`src/omb_regs.vh`:
```
// register offsets, field positions, reset values and timing for the mode and bus block
`ifndef OMB_REGS_VH
`define OMB_REGS_VH
`define OMB_ADDR_W 4
`define OMB_OFF_MODE 4'h0
`define OMB_OFF_PORTE_ASSIGN 4'h1
`define OMB_OFF_EXT_BUS_CTRL 4'h2
`define OMB_OFF_STATUS 4'h3
`define OMB_MODE_INTERNAL_VISIBILITY_BIT 3
`define OMB_MODE_LO_BIT 5
`define OMB_MODE_HI_BIT 7
`define OMB_PEA_BUS_CLOCK_DISABLE_BIT 4
`define OMB_PEA_PIPE_OUT_ENABLE_BIT 5
`define OMB_PEA_LOW_STROBE_ENABLE_BIT 3
`define OMB_PEA_READ_WRITE_PIN_ENABLE_BIT 2
`define OMB_EBC_BUS_CLOCK_STRETCH_BIT_BIT 0
`define OMB_MODE_SS 3'h0
`define OMB_MODE_EMU_NAR 3'h1
`define OMB_MODE_EMU_WIDE 3'h3
`define OMB_MODE_NS 3'h4
`define OMB_MODE_NORM_NAR 3'h5
`define OMB_MODE_NORM_WIDE 3'h7
`define OMB_PEA_RST_SINGLE 8'h00
`define OMB_PEA_RST_EXP 8'h00
`define OMB_EBC_RST 8'h01
`define OMB_BUS_CLOCK_OUT_DIV 2
`endif

```
`src/omb_bus_clock_out_gen.v`:
```
// bus clock generator with optional stretch for port e bit 4
`timescale 1ns/1ps
`default_nettype none
module omb_bus_clock_out_gen #(
	parameter DIV = 2
) (
	input wire sys_clk_i,
	input wire rst_i,
	input wire stretch_i,
	output reg bus_clock_out_o
);
	// divider held at the counter width so the limit arithmetic stays four bits
	localparam [3:0] DIV_W = DIV;
	reg [3:0] cnt_q;
	wire [3:0] lim;
	// stretch doubles the high/low phase length for slow memories
	assign lim = stretch_i ? {DIV_W[2:0], 1'b0} - 4'h1 : DIV_W - 4'h1;
	always @(posedge sys_clk_i) begin
		if (rst_i) begin
			cnt_q <= 4'h0;
			bus_clock_out_o <= 1'b0;
		end else if (cnt_q >= lim) begin
			cnt_q <= 4'h0;
			bus_clock_out_o <= ~bus_clock_out_o;
		end else begin
			cnt_q <= cnt_q + 4'h1;
		end
	end
endmodule
`default_nettype wire

```
`src/omb_mode_bus_cfg.v`:
```
// operating mode latch and external bus pin configuration
// What this block does
// - mode pins latched at reset release, readable
// - mode field uses documented three bit encoding
// - middle high, low low means reserved test
// - debug active after reset only special single
// - normal modes protect bus control bits from writes, and mode bits too except one write in normal single chip
// - port e bit 1 plain pulled-up input
// - port e bit 0 plain pulled-up input
// - reset sets clock stretch bit in every mode
// - mode/pipe pins pulled down during reset only
// - normal single chip: no bus, pulldowns
// - single chip blocks pipe, strobe, rw functions
// - normal single chip allows one mode write
// - single chip: clear disable drives free clock
// - wide modes: ports a/b form 16-bit bus
// - normal wide: port e gpio until enabled, except bit 4 clock
// - pipe enable drives pipe status bits 6,5
// - rw enable turns bit 2 into rw
// - strobe enable turns bit 3 into strobe except in normal narrow
// - bit 4 clock depends on four bits
//
// The address map and the plain strobed port were chosen for this implementation.
`timescale 1ns/1ps
`default_nettype none
`include "omb_regs.vh"
module omb_mode_bus_cfg #(
	parameter BUS_CLOCK_OUT_DIV = `OMB_BUS_CLOCK_OUT_DIV
) (
	input wire sys_clk_i,
	input wire rst_i,
	input wire mode_select_hi_i,
	input wire mode_select_mid_i,
	input wire mode_select_lo_i,
	input wire [3:0] addr_i,
	input wire [7:0] wdata_i,
	input wire wr_i,
	input wire rd_i,
	output reg [7:0] rdata_o,
	input wire bdm_serial_activate_i,
	input wire [1:0] pipe_status_i,
	input wire low_byte_strobe_i,
	input wire bus_rw_i,
	output wire debug_active_o,
	output wire special_mode_o,
	output wire factory_test_o,
	output wire ab_bus_en_o,
	output wire ab_wide_o,
	output wire [7:0] porte_alt_en_o,
	output wire [7:0] porte_alt_out_o,
	output wire [7:0] porte_pullup_o,
	output wire [7:0] porte_pulldown_o,
	output wire ab_pulldown_o,
	output wire porte_bit4_drive_o
);
	////////////////////////////////////////////////////////////////////////////
	// pin synchronisers
	reg [2:0] mode_s1_q;
	reg [2:0] mode_s2_q;
	always @(posedge sys_clk_i) begin
		mode_s1_q <= {mode_select_hi_i, mode_select_mid_i, mode_select_lo_i};
		mode_s2_q <= mode_s1_q;
	end
	reg act_s1_q;
	reg act_s2_q;
	always @(posedge sys_clk_i) begin
		act_s1_q <= bdm_serial_activate_i;
		act_s2_q <= act_s1_q;
	end
	////////////////////////////////////////////////////////////////////////////
	// mode latch state
	reg rst_d1_q;
	reg [2:0] mode_q;
	reg [2:0] mode_d;
	reg internal_visibility_q;
	reg internal_visibility_d;
	reg mode_wr_used_q;
	reg [7:0] pea_q;
	reg [7:0] pea_d;
	reg bus_clock_stretch_bit_q;
	reg bdm_act_q;
	wire rel_edge;
	wire special;
	wire single;
	wire wide;
	wire expanded;
	wire mode_wr;
	wire pea_wr;
	wire ebc_wr;
	wire mode_wr_ok;
	wire [7:0] ebc_rst;
	// reset image of the external bus control register
	assign ebc_rst = `OMB_EBC_RST;
	// falling edge of reset, the reset release
	always @(posedge sys_clk_i) begin
		rst_d1_q <= rst_i;
	end
	assign rel_edge = rst_d1_q & ~rst_i;
	assign special = ~mode_q[2];
	assign single = ~mode_q[0];
	assign wide = mode_q[0] & mode_q[1];
	assign expanded = mode_q[0];
	assign mode_wr = wr_i & (addr_i == `OMB_OFF_MODE);
	assign pea_wr = wr_i & (addr_i == `OMB_OFF_PORTE_ASSIGN);
	assign ebc_wr = wr_i & (addr_i == `OMB_OFF_EXT_BUS_CTRL);
	// special modes write freely, normal single chip once, others never
	assign mode_wr_ok = special | ((mode_q == `OMB_MODE_NS) & ~mode_wr_used_q);
	////////////////////////////////////////////////////////////////////////////
	// mode field update
	always @* begin
		mode_d = mode_q;
		internal_visibility_d = internal_visibility_q;
		if (rel_edge) begin
			mode_d = mode_s2_q;
			internal_visibility_d = 1'b0;
		end else if (mode_wr && mode_wr_ok) begin
			// a write never reaches a reserved test encoding
			if (!(wdata_i[`OMB_MODE_LO_BIT+1] && !wdata_i[`OMB_MODE_LO_BIT])) begin
				mode_d = wdata_i[`OMB_MODE_HI_BIT:`OMB_MODE_LO_BIT];
			end
			internal_visibility_d = wdata_i[`OMB_MODE_INTERNAL_VISIBILITY_BIT];
		end // otherwise held
	end
	always @(posedge sys_clk_i) begin
		if (rst_i) begin
			mode_q <= `OMB_MODE_SS;
			internal_visibility_q <= 1'b0;
			mode_wr_used_q <= 1'b0;
		end else begin
			mode_q <= mode_d;
			internal_visibility_q <= internal_visibility_d;
			if (mode_wr && !rel_edge) begin
				mode_wr_used_q <= 1'b1;
			end
		end
	end
	////////////////////////////////////////////////////////////////////////////
	// port e assignment and external bus control registers
	always @* begin
		pea_d = pea_q;
		if (rel_edge) begin
			// mode_q is not yet updated here, so look at the latched pins
			pea_d = mode_s2_q[0] ? `OMB_PEA_RST_EXP : `OMB_PEA_RST_SINGLE;
		end else if (pea_wr) begin
			pea_d = wdata_i;
		end
	end
	always @(posedge sys_clk_i) begin
		if (rst_i) begin
			pea_q <= `OMB_PEA_RST_SINGLE;
			bus_clock_stretch_bit_q <= 1'b1;
			bdm_act_q <= 1'b0;
		end else begin
			pea_q <= pea_d;
			if (rel_edge) begin
				bus_clock_stretch_bit_q <= ebc_rst[`OMB_EBC_BUS_CLOCK_STRETCH_BIT_BIT];
			end else if (ebc_wr && special) begin
				bus_clock_stretch_bit_q <= wdata_i[`OMB_EBC_BUS_CLOCK_STRETCH_BIT_BIT];
			end
			// debug runs at once in special single chip, else by command
			if (rel_edge) begin
				bdm_act_q <= (mode_s2_q == `OMB_MODE_SS);
			end else if (act_s2_q) begin
				bdm_act_q <= 1'b1;
			end
		end
	end
	////////////////////////////////////////////////////////////////////////////
	// register read port, one cycle latency
	always @(posedge sys_clk_i) begin
		if (rst_i) begin
			rdata_o <= 8'h00;
		end else if (rd_i) begin
			case (addr_i)
			`OMB_OFF_MODE: rdata_o <= {mode_q, 1'b0, internal_visibility_q, 3'h0};
			`OMB_OFF_PORTE_ASSIGN: rdata_o <= pea_q;
			`OMB_OFF_EXT_BUS_CTRL: rdata_o <= {7'h00, bus_clock_stretch_bit_q};
			`OMB_OFF_STATUS: rdata_o <= {5'h00, mode_wr_used_q, factory_test_o, bdm_act_q};
			default: rdata_o <= 8'h00;
			endcase
		end else begin
			rdata_o <= 8'h00;
		end
	end
	////////////////////////////////////////////////////////////////////////////
	// bus clock generator on port e bit 4
	wire bus_clock_out;
	omb_bus_clock_out_gen #(
		.DIV(BUS_CLOCK_OUT_DIV)
	) u_bus_clock_out (
		.sys_clk_i(sys_clk_i),
		.rst_i(rst_i),
		.stretch_i(bus_clock_stretch_bit_q),
		.bus_clock_out_o(bus_clock_out)
	);
	////////////////////////////////////////////////////////////////////////////
	// port e pin functions
	wire pipo_en;
	wire lstr_en;
	wire rdw_en;
	wire bus_clock_out_on;
	assign pipo_en = ~single & pea_q[`OMB_PEA_PIPE_OUT_ENABLE_BIT];
	// strobe is never available in normal expanded narrow
	assign lstr_en = ~single & pea_q[`OMB_PEA_LOW_STROBE_ENABLE_BIT] & (wide | special);
	assign rdw_en = ~single & pea_q[`OMB_PEA_READ_WRITE_PIN_ENABLE_BIT];
	// clock output: on unless disabled; in wide modes visibility keeps it on
	assign bus_clock_out_on = ~pea_q[`OMB_PEA_BUS_CLOCK_DISABLE_BIT] | (wide & internal_visibility_q);
	assign porte_alt_en_o = rst_i ? 8'h00 : {1'b0, pipo_en, pipo_en, bus_clock_out_on, lstr_en,
		rdw_en, 2'h0};
	assign porte_alt_out_o = {1'b0, pipe_status_i, bus_clock_out & bus_clock_out_on, low_byte_strobe_i,
		bus_rw_i, 2'h0};
	assign porte_bit4_drive_o = ~rst_i & bus_clock_out_on;
	assign porte_pullup_o = 8'h03;
	// bits 6,5 pulled down only while reset holds; bits 7,4,3,2 gpio pulldowns
	assign porte_pulldown_o = rst_i ? 8'h60 : (8'hFC & ~8'h60 & ~porte_alt_en_o);
	////////////////////////////////////////////////////////////////////////////
	// mode status outputs
	assign ab_bus_en_o = ~rst_i & expanded;
	assign ab_wide_o = ~rst_i & wide;
	assign ab_pulldown_o = rst_i | single;
	assign debug_active_o = bdm_act_q;
	assign special_mode_o = special;
	assign factory_test_o = mode_q[1] & ~mode_q[0];
endmodule
`default_nettype wire

```
`config.mk`:
```
export PLATFORM = sky130hd
export DESIGN_NAME = omb_mode_bus_cfg
export DESIGN_NICKNAME = d
export VERILOG_FILES = /design/src/omb_bus_clock_out_gen.v /design/src/omb_mode_bus_cfg.v
export VERILOG_INCLUDE_DIRS = /design/src
export SDC_FILE = /design/constraint.sdc
export NUM_CORES = 1
export LEC_CHECK = 0
export ABC_AREA = 1
export BUFFER_PORTS_ARGS = -buffer_cell sky130_fd_sc_hd__buf_2
export CAP_MARGIN = 30
export CORE_ASPECT_RATIO = 0.5
export CORE_MARGIN = 2
export CORE_UTILIZATION = 47
export CTS_BUF_LIST = sky130_fd_sc_hd__clkbuf_16
export CTS_CLUSTER_DIAMETER = 60
export DETAILED_ROUTE_END_ITERATION = 8
export PLACE_DENSITY = 0.91
export SYNTH_ARGS = -nofsm -noshare
export SYNTH_HDL_FRONTEND = slang
export SYNTH_HIERARCHICAL = 1
export SYNTH_SLANG_ARGS = --single-unit
```
`constraint.sdc`:
```
create_clock -name sys_clk_i -period 1.16 [get_ports sys_clk_i]
set_input_delay 0.116 -clock sys_clk_i [delete_from_list [all_inputs] [get_ports sys_clk_i]]
set_output_delay 0.116 -clock sys_clk_i [all_outputs]
set_load 0.02 [all_outputs]
```
# ---- After elaboration in Yosys (flattened, before gate mapping)
# Cells that the tools add are included.
dict set report word_totals {
  regBits 37
  latchBits 0
  ram_bits 0
  mem_bits_ro 0
  in_bits 24
  output_inout_bits 47
  word_cells 72
  mem_count 0
}
dict set report op_classes {
  n_addsub 1
  multipliers 0
  n_div 0
  magnitude_cmp 1
  n_eq_ne 5
  n_shift 0
  mux 9
  n_bitwise 28
  reduce_logical 14
}
# operator n
set op_table {}
lappend op_table {{8-bit case mux with 4 select lines} 1}
lappend op_table {{1-bit AND} 16}
lappend op_table {{3-bit 2-to-1 mux} 3}
lappend op_table {{4-bit by 2-bit equality test with 1-bit output, second input constant} 2}
lappend op_table {{8-bit 2-to-1 mux} 1}
lappend op_table {{7-bit inverter with 8-bit output} 1}
lappend op_table {{7-bit 2-to-1 mux} 1}
lappend op_table {{1-bit inverter} 7}
lappend op_table {{2-bit OR reduction} 3}
lappend op_table {{4-bit by 1-bit adder with 4-bit output, second input constant} 1}
lappend op_table {{4-bit by 1-bit equality test with 1-bit output, second input constant} 1}
lappend op_table {{4-bit greater-or-equal comparator} 1}
lappend op_table {{1-bit logical AND} 4}
lappend op_table {{4-bit logical NOT} 1}
lappend op_table {{1-bit OR} 4}
lappend op_table {{2-bit nonzero test} 2}
lappend op_table {{3-bit equality test, second input constant} 1}
lappend op_table {{3-bit logical NOT} 1}
lappend op_table {{1-bit logical NOT} 2}
lappend op_table {{1-bit 2-to-1 mux} 2}
lappend op_table {{2-bit 2-to-1 mux} 1}
lappend op_table {{2-bit inequality test, second input constant} 1}
lappend op_table {{2-bit AND reduction} 1}

# ---- Longest topological paths before layout
# Gate-level depths: netlist (run 1).
dict set report logic_depth {
  depth_word 6
  mapped_depth 8
  depth_no_buf 7
}

# ---- By module
# The synthesis (run 1) kept the hierarchy.
# mod n_inst cells_per_inst area_each_um2
set by_module_without_submodules {}
lappend by_module_without_submodules {omb_mode_bus_cfg 1 197 1443.9}
lappend by_module_without_submodules {omb_bus_clock_out_gen 1 29 220.2}

# ---- Least setup slack after synthesis (run 1)
# Ideal clock, no wire load.
dict set report synth_timing {
  kind {register -> output}
  start {register mode_q[0]}
  end {output porte_alt_en_o[4]}
  arrival_ns 1.291
  required_time_ns 1.044
  slack_ns -0.247
  stages_incl_launch_ff 7
  path_cell_list {dfxtp_1 buf_2 nand2_1 o21ai_0 inv_1 nor2_1 buf_4}
}
dict set report synth_via {
  elab_chain_len 4
}
# element line
set synth_lines {}
lappend synth_lines {{start: declaration} omb_mode_bus_cfg.v:73} ;# reg [2:0] mode_q;
lappend synth_lines {{start signal: assignment} omb_mode_bus_cfg.v:126} ;# mode_q <= `OMB_MODE_SS;
lappend synth_lines {{start signal: assignment} omb_mode_bus_cfg.v:130} ;# mode_q <= mode_d;
lappend synth_lines {{1-bit AND} omb_mode_bus_cfg.v:101} ;# assign wide = mode_q[0] & mode_q[1];
lappend synth_lines {{1-bit AND} omb_mode_bus_cfg.v:207} ;# assign bus_clock_out_on = ~pea_q[`OMB_PEA_BUS_CLOCK_DISABLE_BIT] | (wide & internal_visibility_q);
lappend synth_lines {{1-bit OR} omb_mode_bus_cfg.v:207}
lappend synth_lines {{7-bit 2-to-1 mux} omb_mode_bus_cfg.v:208} ;# assign porte_alt_en_o = rst_i ? 8'h00 : {1'b0, pipo_en, pipo_en, bus_clock_out_on, lstr_en,
lappend synth_lines {{end: declaration} omb_mode_bus_cfg.v:49} ;# output wire [7:0] porte_alt_en_o,
# Every way passes these cells.

# ---- Worst setup path after layout (run 1)
dict set report layout_timing {
  start {register mode_q[0]}
  end {output porte_alt_en_o[5]}
}
dict set report layout_via {
  elab_chain_len 2
}
# element line
set layout_lines {}
lappend layout_lines {{1-bit AND} omb_mode_bus_cfg.v:202} ;# assign pipo_en = ~single & pea_q[`OMB_PEA_PIPE_OUT_ENABLE_BIT];
lappend layout_lines {{7-bit 2-to-1 mux} omb_mode_bus_cfg.v:208}
# Every way passes these cells.

==> impl_metrics.json, run 1 <==
{
  "cap_violations": 0,
  "p_leak_nw": 1.10,
  "cp-start-kind": "flop",
  "coreArea_um2": 3420,
  "grt_pass1_wl_um": 6540,
  "grt_use_met3_pct": 8.96,
  "grt_usage_pct": 22.4,
  "cts.path.max_buffers": 2,
  "critPathArrivalTime_ns": 1.19,
  "p_per_area_nw_per_um2": 1300,
  "grtUsageMet1_pct": 23.8,
  "clock_skew_ns": 0.00402,
  "rsz0062_at_grt": "true",
  "clock_latency_ns": 0.28,
  "die_h_um": 46.1,
  "setup_viol": 16,
  "fp.dieArea_um2": 4060,
  "status": "complete, but fails checks",
  "final_net_count": 312,
  "dp_hpwl_um": 2790,
  "finalPower_mw": 3.00,
  "busiest_layer": "met2",
  "clkSinkCount": 37,
  "antenna_left": 0,
  "cts_root_buf": "clkbuf_16",
  "row_count": 15,
  "finalWorstSetupSlack_ns": -0.142,
  "io_pins": 71,
  "met2_usage_pct": 40.6,
  "wl_per_cell_um": 13.3,
  "grt_pass1_vias": 1485,
  "drive_gt1_share_pct": 36.9,
  "drv_slew": 0,
  "drt-pass1-iter-count": 5,
  "vias": 1643,
  "syn_to_final_growth_pct": 38.9,
  "netlist_area_um2": 1660,
  "cts.clk_slew.worst_paths_ns": 0.05,
  "wirelength_um": 4500,
  "critPathKind": "reg2out",
  "crit_required_ns": 1.04,
  "endpoint_kind": "primary output",
  "initial_utilization_pct": 48.7,
  "synthCells": 226,
  "violations": "setup timing",
  "cp_max_fo": 5,
  "antenna_found_initial": 0,
  "stdcell_count": 338,
  "drt_iter0_drc": 249,
  "cts-htree-levels": 2,
  "synth.distinct_cells": 22,
  "io_buffers": 46,
  "grt_max_degree": 13,
  "numCtsBuffers": 5,
  "period_share_pct": 112,
  "min_path_type": "in2reg",
  "gp_congestion": 0.874,
  "peakVddDrop_uv": 895,
  "fin_crit_ns": 1.30,
  "vias_per_cell": 4.86,
  "synth_seq_area_share_pct": 44.5,
  "cts_tree": "yes",
  "ys_warn_count": 6,
  "final_hold_viol_count": 0,
  "dp_cells": 318,
  "dieWidth_um": 88.2,
  "insertedDiodeCount": 0,
  "yosys_register_bits": 37,
  "drc": 0,
  "overflow": 0,
  "syn_avg_cell_area_um2": 7.36,
  "fmaxAchievable_ghz": 0.768
}
## cells by family (layout without fill, tap and decap cells)
kind of cell	after synthesis	count (layout)	synth area share, %
adder cells (fa/ha/maj)	2	2	1.50
AND/OR/NAND/NOR	98	98	25.3
buffers and inverters	59	106	19.5
other	3	17	0.677
XOR/XNOR	1	1	0.526
AO/OA/AOI/OAI	26	26	7.97
flip-flops	37	37	44.5
## placed cells by master, fill, tap and decap left out, drive strengths merged
cell and count:
dfxtp 37, ha 2, dlygate4sd3 4, a21oi 20
o21ai 5, inv 30, nand2 48, nor2 26
nand3 18, conb 17, clkinv 3, nand4 3
xnor2 1, nor3 3, a211oi 1, clkbuf 5
buf 64
## where the power goes
part	total (mW)	switching, mW	internal, mW
registers	1.34	0.0286	1.31
clock network	1.26	0.482	0.775
logic	0.407	0.257	0.150
total	3.00	0.767	2.24
## flip-flops by register name (all words and copies together), names as in the netlist, 3 cells and up
name                   flops
mode_s2_q                  3
mode_q                     3
mode_s1_q                  3
u_bus_clock_out/cnt_q      4
rdata_o                    8
pea_q                      8
## layer usage
layer  vias up  part of all wire [%]
met5         -                     0
met4         0                   4.0
met3        24                    10
met2       112                    48
met1       725                    38
li1        782                     -
## path summary, 6_finish.rpt
kind	slack [ns]	end	from	cells past startpoint
worst max-delay path	-0.14	porte_alt_en_o[5]	mode_q[0]$_SDFFE_PP0P_	4
worst min-delay path	0.09	rst_d1_q$_DFF_P_	rst_i	1
worst max register to register	-0.05	mode_q[1]$_SDFFE_PP0P_	mode_q[1]$_SDFFE_PP0P_	7
worst min register to register	0.32	mode_s2_q[2]$_DFF_P_	mode_s1_q[2]$_DFF_P_	0
## cell usage after synthesis
master,n,share of area (%)
a211oi_1,1,0.45
a21oi_1,20,6.0
buf_2,2,0.60
buf_4,24,11
buf_6,1,0.68
clkbuf_1,1,0.23
clkbuf_4,1,0.45
conb_1,3,0.68
dfxtp_1,37,45
ha_1,2,1.5
inv_1,29,6.5
inv_2,1,0.23
nand2_1,47,11
nand2_2,1,0.38
nand3_1,18,5.4
nand4_1,3,1.1
nor2_1,24,5.4
nor2_2,2,0.75
nor3_1,2,0.60
nor3_4,1,0.98
o21ai_0,5,1.5
xnor2_1,1,0.53
## worst max-delay path, cell delays in order (launching register included)
cell and delay [ns]:
dfxtp_4 0.38, buf_4 0.15, nand2_1 0.07, nor2_2 0.15
buf_6 0.14
## repair_timing
item                                   in CTS  in global routing
hold buffers                                4                  0
pin swaps                                  11                  6
setup endpoints to repair                  17                 23
resized for setup                          34                 29
setup buffers                               7                  1
endpoints found under the hold margin       4                  0
## final cells by class
class	count	area (um2)
clock buffers	5	125
clock inverters	3	12.5
fillers	253	1100
inverters	30	113
multi-input cells	144	768
flip-flops and latches	37	753
well taps	51	63.8
repair buffers	68	475
## through the flow
| step | cell area (um2) | hold slack, ns | utilization (%) | setup TNS (ns) | worst slack [ns] |
|---|---|---|---|---|---|
| final | 2310 | 0.0893 | 67.7 | -1.18 | -0.142 |
| after global routing | 2310 | 0.0915 | 67.7 | -1.85 | -0.189 |
| after CTS | 2210 | 0.0572 | 64.8 | -0.958 | -0.132 |
| after detailed placement | 1880 | 0.220 | 55.1 | -0.0471 | -0.0260 |
| after global placement | 1880 | 0.219 | 55.1 | 0 | 0.0258 |
| after floorplan | 1730 | 0.144 | - | 0 | 0.00987 |
No activity file was read; power rests on OpenSTA's default activity.
==> run 2: changes to the inputs <==
Settings changed: CORE_MARGIN 2 to default, CORE_UTILIZATION 47 to 50, PLACE_DENSITY 0.91 to 0.95.
Clock period 1.16 ns to 1.7 ns, I/O delays scaled along.
==> impl_metrics.json, run 2 (synthesis gave the netlist of run 1 again) <==
{
  "io_buffers": 46,
  "cp_max_fo": 8,
  "holdWs_ns": 0.127,
  "vias": 1495,
  "finalWorstSetupSlack_ns": 0.137,
  "io_pins": 71,
  "endpoint_kind": "primary output",
  "grt_pass1_wl_um": 5580,
  "wirelength_um": 3560,
  "cts.path.max_buffers": 2,
  "rsz0062_at_grt": "false",
  "clkSinkCount": 37,
  "cts_tree": "yes",
  "coreArea_um2": 3080,
  "insertedDiodeCount": 0,
  "fin_area_um2": 2000,
  "slew_headroom_pct": 66.6,
  "setup_viol": 0,
  "p_per_area_nw_per_um2": 1080,
  "final_net_count": 295,
  "cp-start-kind": "flop",
  "drt_iter0_drc": 139,
  "die_h_um": 42.8,
  "fmaxAchievable_ghz": 0.640,
  "dieWidth_um": 83.6,
  "grt_usage_pct": 21.0,
  "met2_usage_pct": 35.4,
  "peakVddDrop_uv": 685,
  "drt-pass1-iter-count": 5,
  "critPathKind": "reg2out",
  "overflow": 0,
  "final_hold_viol_count": 0,
  "finalSetupTns_ns": 0,
  "grt_use_met3_pct": 7.20,
  "syn_to_final_growth_pct": 20.2,
  "pre_cts_slack_ns": 0.328,
  "clock_skew_ns": 0.00347,
  "clock_latency_ns": 0.28,
  "cts-htree-levels": 2,
  "status": "complete, no violations",
  "p_leak_nw": 0.990,
  "row_count": 14,
  "period_share_pct": 91.9,
  "drc": 0,
  "grtUsageMet1_pct": 23.0,
  "initial_utilization_pct": 54.0,
  "cts_root_buf": "clkbuf_16",
  "critPathArrivalTime_ns": 1.39,
  "min_path_type": "in2reg",
  "wl_per_cell_um": 11.5,
  "post-cts-setup-buffers": 0,
  "cts.clk_slew.worst_paths_ns": 0.06,
  "vias_per_cell": 4.82,
  "dp_hpwl_um": 2460,
  "utilization_pct": 64.9,
  "numCtsBuffers": 5,
  "worstMarginPinSlew_ns": 0.497,
  "fp.dieArea_um2": 3580,
  "grt_pass1_vias": 1283,
  "antenna_left": 0,
  "fin_crit_ns": 1.56,
  "grt_max_degree": 17,
  "crit_required_ns": 1.53,
  "gp_congestion": 0.900,
  "antenna_found_initial": 0,
  "busiest_layer": "met2",
  "drive_gt1_share_pct": 22.2,
  "cap_violations": 0,
  "drv_slew": 0,
  "final_cell_mix": "47 x nand2_1, 46 x buf_2, 36 x dfxtp_1",
  "place_area_um2": 1790,
  "mostFrequentLayoutCell": "nand2_1",
  "reg.largest.list": "pea_q (8), rdata_o (8), u_bus_clock_out/cnt_q (4)"
}
run 2: cell count changes in the layout (fill, tap and decap cells not counted), moves of 4 or more:
cell,before,now
buf_4,21,1
dfxtp_1,31,36
nor2_1,17,24
nor2_4,4,0
inv_1,25,29
nand3_1,14,18
inv_2,5,1
buf_2,33,46
nand2_1,42,47
buf_6,10,0
nand2_2,5,1
run 2: area by class of cell:
class	instances	area, um2
timing repair buffer	51	278
multi-input combinational	144	651
inverter	30	113
clock inverter	3	41.3
clock buffer	5	125
fill	245	1080
tap	40	50.0
sequential	37	742
run 2: stage by stage:
step | total power [mW] | cells
2_1_floorplan | 1.11 | 240
3_3_place_gp | 1.12 | 298
3_5_place_dp | 1.12 | 298
4_1_cts | 2.16 | 310
5_1_grt | 2.22 | 310
6_report | 2.16 | 310
run 2: power breakdown:
part / internal (mW) / switching [mW]
sequential: 0.895 / 0.0158
clock: 0.686 / 0.353
combinational: 0.0616 / 0.147
total: 1.64 / 0.516
run 2: path summary, 6_finish.rpt:
kind | startpoint | endpoint | slack, ns | depth (start not counted)
min | rd_i | rdata_o[0]$_SDFF_PP0_ | 0.13 | 3
max | mode_q[0]$_SDFFE_PP0P_ | porte_bit4_drive_o | 0.14 | 5
min reg2reg | mode_s1_q[1]$_DFF_P_ | mode_s2_q[1]$_DFF_P_ | 0.33 | 0
max reg2reg | mode_q[1]$_SDFFE_PP0P_ | mode_q[2]$_SDFFE_PP0P_ | 0.51 | 6
run 2: timing repair:
item	in CTS	in global routing
hold endpoints to repair	4	0
gates resized for setup	0	1
setup endpoints to repair	0	4
hold buffers	4	0
run 2: critical path, cell delays in order (launching register included):
cell     delay [ns]
dfxtp_2        0.40
nand2_1        0.09
o21ai_0        0.24
inv_1          0.10
nor2_1         0.11
buf_2          0.17
run 2: routing by layer:
layer / share of wire [%] / vias up / wire (um)
met5: 0 / - / 0
met1: 42 / 652 / 1480
met3: 8.2 / 16 / 293
met2: 46 / 83 / 1650
met4: 4.0 / 0 / 141
li1: - / 744 / -
==> run 3: changes to the inputs <==
Settings changed: REMOVE_ABC_BUFFERS from default to 1.
==> impl_metrics.json, run 3 (synthesis gave the netlist of run 1 again) <==
{
  "drc": 0,
  "drive_gt1_share_pct": 21.6,
  "final_hold_viol_count": 0,
  "fmaxAchievable_ghz": 0.642,
  "peakVddDrop_uv": 586,
  "wl_per_cell_um": 11.9,
  "slew_headroom_pct": 64.9,
  "final_cell_mix": "47 x nand2_1, 46 x buf_2, 36 x dfxtp_1",
  "n_fill_cell": 258,
  "cp_top_family": "flip-flops",
  "p_leak_nw": 0.981,
  "grt_usage_pct": 21.3,
  "crit_start": "mode_q[0]$_SDFFE_PP0P_",
  "vias_per_cell": 4.99,
  "hp-start": "rd_i",
  "coreArea_um2": 3080,
  "worstMarginPinSlew_ns": 0.523,
  "netSwitchingPower_uw": 474,
  "cts_root_buf": "clkbuf_16",
  "ff_latch_area_um2": 742,
  "p_per_area_nw_per_um2": 994,
  "endpoint_kind": "primary output",
  "cts_tree": "yes",
  "insertedDiodeCount": 0,
  "vias": 1541,
  "period_share_pct": 91.7,
  "crit_required_ns": 1.53,
  "fp.dieArea_um2": 3580,
  "wl_met1_um": 1440,
  "swShare_pct": 24.3,
  "multi_input_area_um2": 651,
  "grt_pass1_wl_um": 5850,
  "grt_max_degree": 17,
  "numCtsBuffers": 5,
  "cts-htree-levels": 2,
  "dieWidth_um": 83.6,
  "grt_pass1_vias": 1393,
  "status": "complete, no violations",
  "io_buffers": 46,
  "critPathKind": "reg2out",
  "cts.path.max_buffers": 2,
  "wirelength_um": 3690,
  "antenna_found_initial": 0,
  "drt_iter0_drc": 148,
  "critPathArrivalTime_ns": 1.39,
  "setup_viol": 0,
  "syn_to_final_growth_pct": 18.1,
  "antenna_left": 0,
  "r2r_start": "bus_clock_stretch_bit_q$_SDFFE_PP1P_",
  "initial_utilization_pct": 54.0,
  "overflow": 0,
  "cap_violations": 0,
  "dr_wl_met2_um": 1810,
  "wl_met3_um": 399,
  "path_buf_inv": 2,
  "drt-pass1-iter-count": 4,
  "drv_slew": 0,
  "utilization_pct": 63.8,
  "critPathMaxStageDelay_ns": 0.40,
  "min_path_type": "in2reg",
  "cp-start-kind": "flop",
  "gp_congestion": 0.886,
  "dp_hpwl_um": 2550,
  "row_count": 14,
  "reg.largest.list": "pea_q (8), rdata_o (8), u_bus_clock_out/cnt_q (4)",
  "critPathSlowestCell": "dfxtp_2",
  "top_layer_used": "met4",
  "finalSetupTns_ns": 0,
  "clock_latency_ns": 0.27,
  "mostFrequentLayoutCell": "nand2_1",
  "seqPwrFrac_pct": 46.7,
  "pwr-share-clk_pct": 42.6,
  "clock_skew_ns": 0.00372,
  "rsz0062_at_grt": "false",
  "intPower_mw": 1.48,
  "die_h_um": 42.8,
  "path_cells": "nand2_1, o21ai_0, inv_1, nor2_1, buf_2",
  "clkSinkCount": 37,
  "cp_max_fo": 8,
  "cts.clk_slew.worst_paths_ns": 0.05,
  "final_net_count": 295,
  "fin_crit_ns": 1.56,
  "io_pins": 71,
  "power_frac_comb_pct": 10.7
}
-- run 3: cell count changes in the layout (fill, tap and decap cells not counted) --
cell,before,now
inv_1,29,30
clkinvlp_4,1,0
bufinv_16,1,0
-- run 3: power groups by stage --
stage / Clock, mW / Combinational [mW] / Sequential, mW
global route: 0.887 / 0.230 / 0.914
CTS: 0.843 / 0.205 / 0.911
global placement: 0 / 0.193 / 0.927
floorplan: 0 / 0.120 / 0.928
detailed placement: 0 / 0.197 / 0.928
finish: 0.832 / 0.210 / 0.913
-- run 3: layout make-up --
class / count / share of cell area (%)
tap: 40 / 2.55
multi-input combinational: 144 / 33.1
clock buffer: 5 / 6.37
timing repair buffer: 51 / 14.1
inverter: 30 / 5.73
sequential: 37 / 37.7
clock inverter: 2 / 0.382
-- run 3: worst paths after layout --
path | end | slack, ns | cells past startpoint
worst max-delay path | porte_bit4_drive_o | 0.14 | 5
worst min-delay path | rdata_o[0]$_SDFF_PP0_ | 0.13 | 3
worst max register to register | u_bus_clock_out/cnt_q[2]$_SDFF_PP0_ | 0.47 | 7
worst min register to register | mode_s2_q[0]$_DFF_P_ | 0.33 | 0
-- run 3: timing repair --
| action | in CTS | in global routing |
|---|---|---|
| setup buffers | 0 | 0 |
| hold buffers | 3 | 1 |
| endpoints found under the setup margin | 0 | 3 |
| gates resized for setup | 0 | 1 |
| hold endpoints to repair | 3 | 1 |
-- run 3: metrics by stage --
stage	area (um2)	power, mW	setup slack, ns	hold WS [ns]	std cells
after global placement	1790	1.12	0.394	0.273	298
final	1970	1.95	0.142	0.126	309
after detailed placement	1790	1.13	0.307	0.274	298
after global routing	1970	2.03	0.00794	0.136	309
after CTS	1950	1.96	0.0542	0.00128	308
after floorplan	1500	1.05	0.254	0.198	211
-- run 3: tightest hold or removal path, cell delays in order --
cell and delay [ns]:
buf_2 0.09, nand3_1 0.07, inv_1 0.05
-- run 3: per-layer routing --
metal / vias up / track usage [%]
li1: 751 / -
met1: 692 / 23.3
met2: 91 / 36.6
met3: 7 / 8.95
met4: 0 / 9.83
met5: - / 0
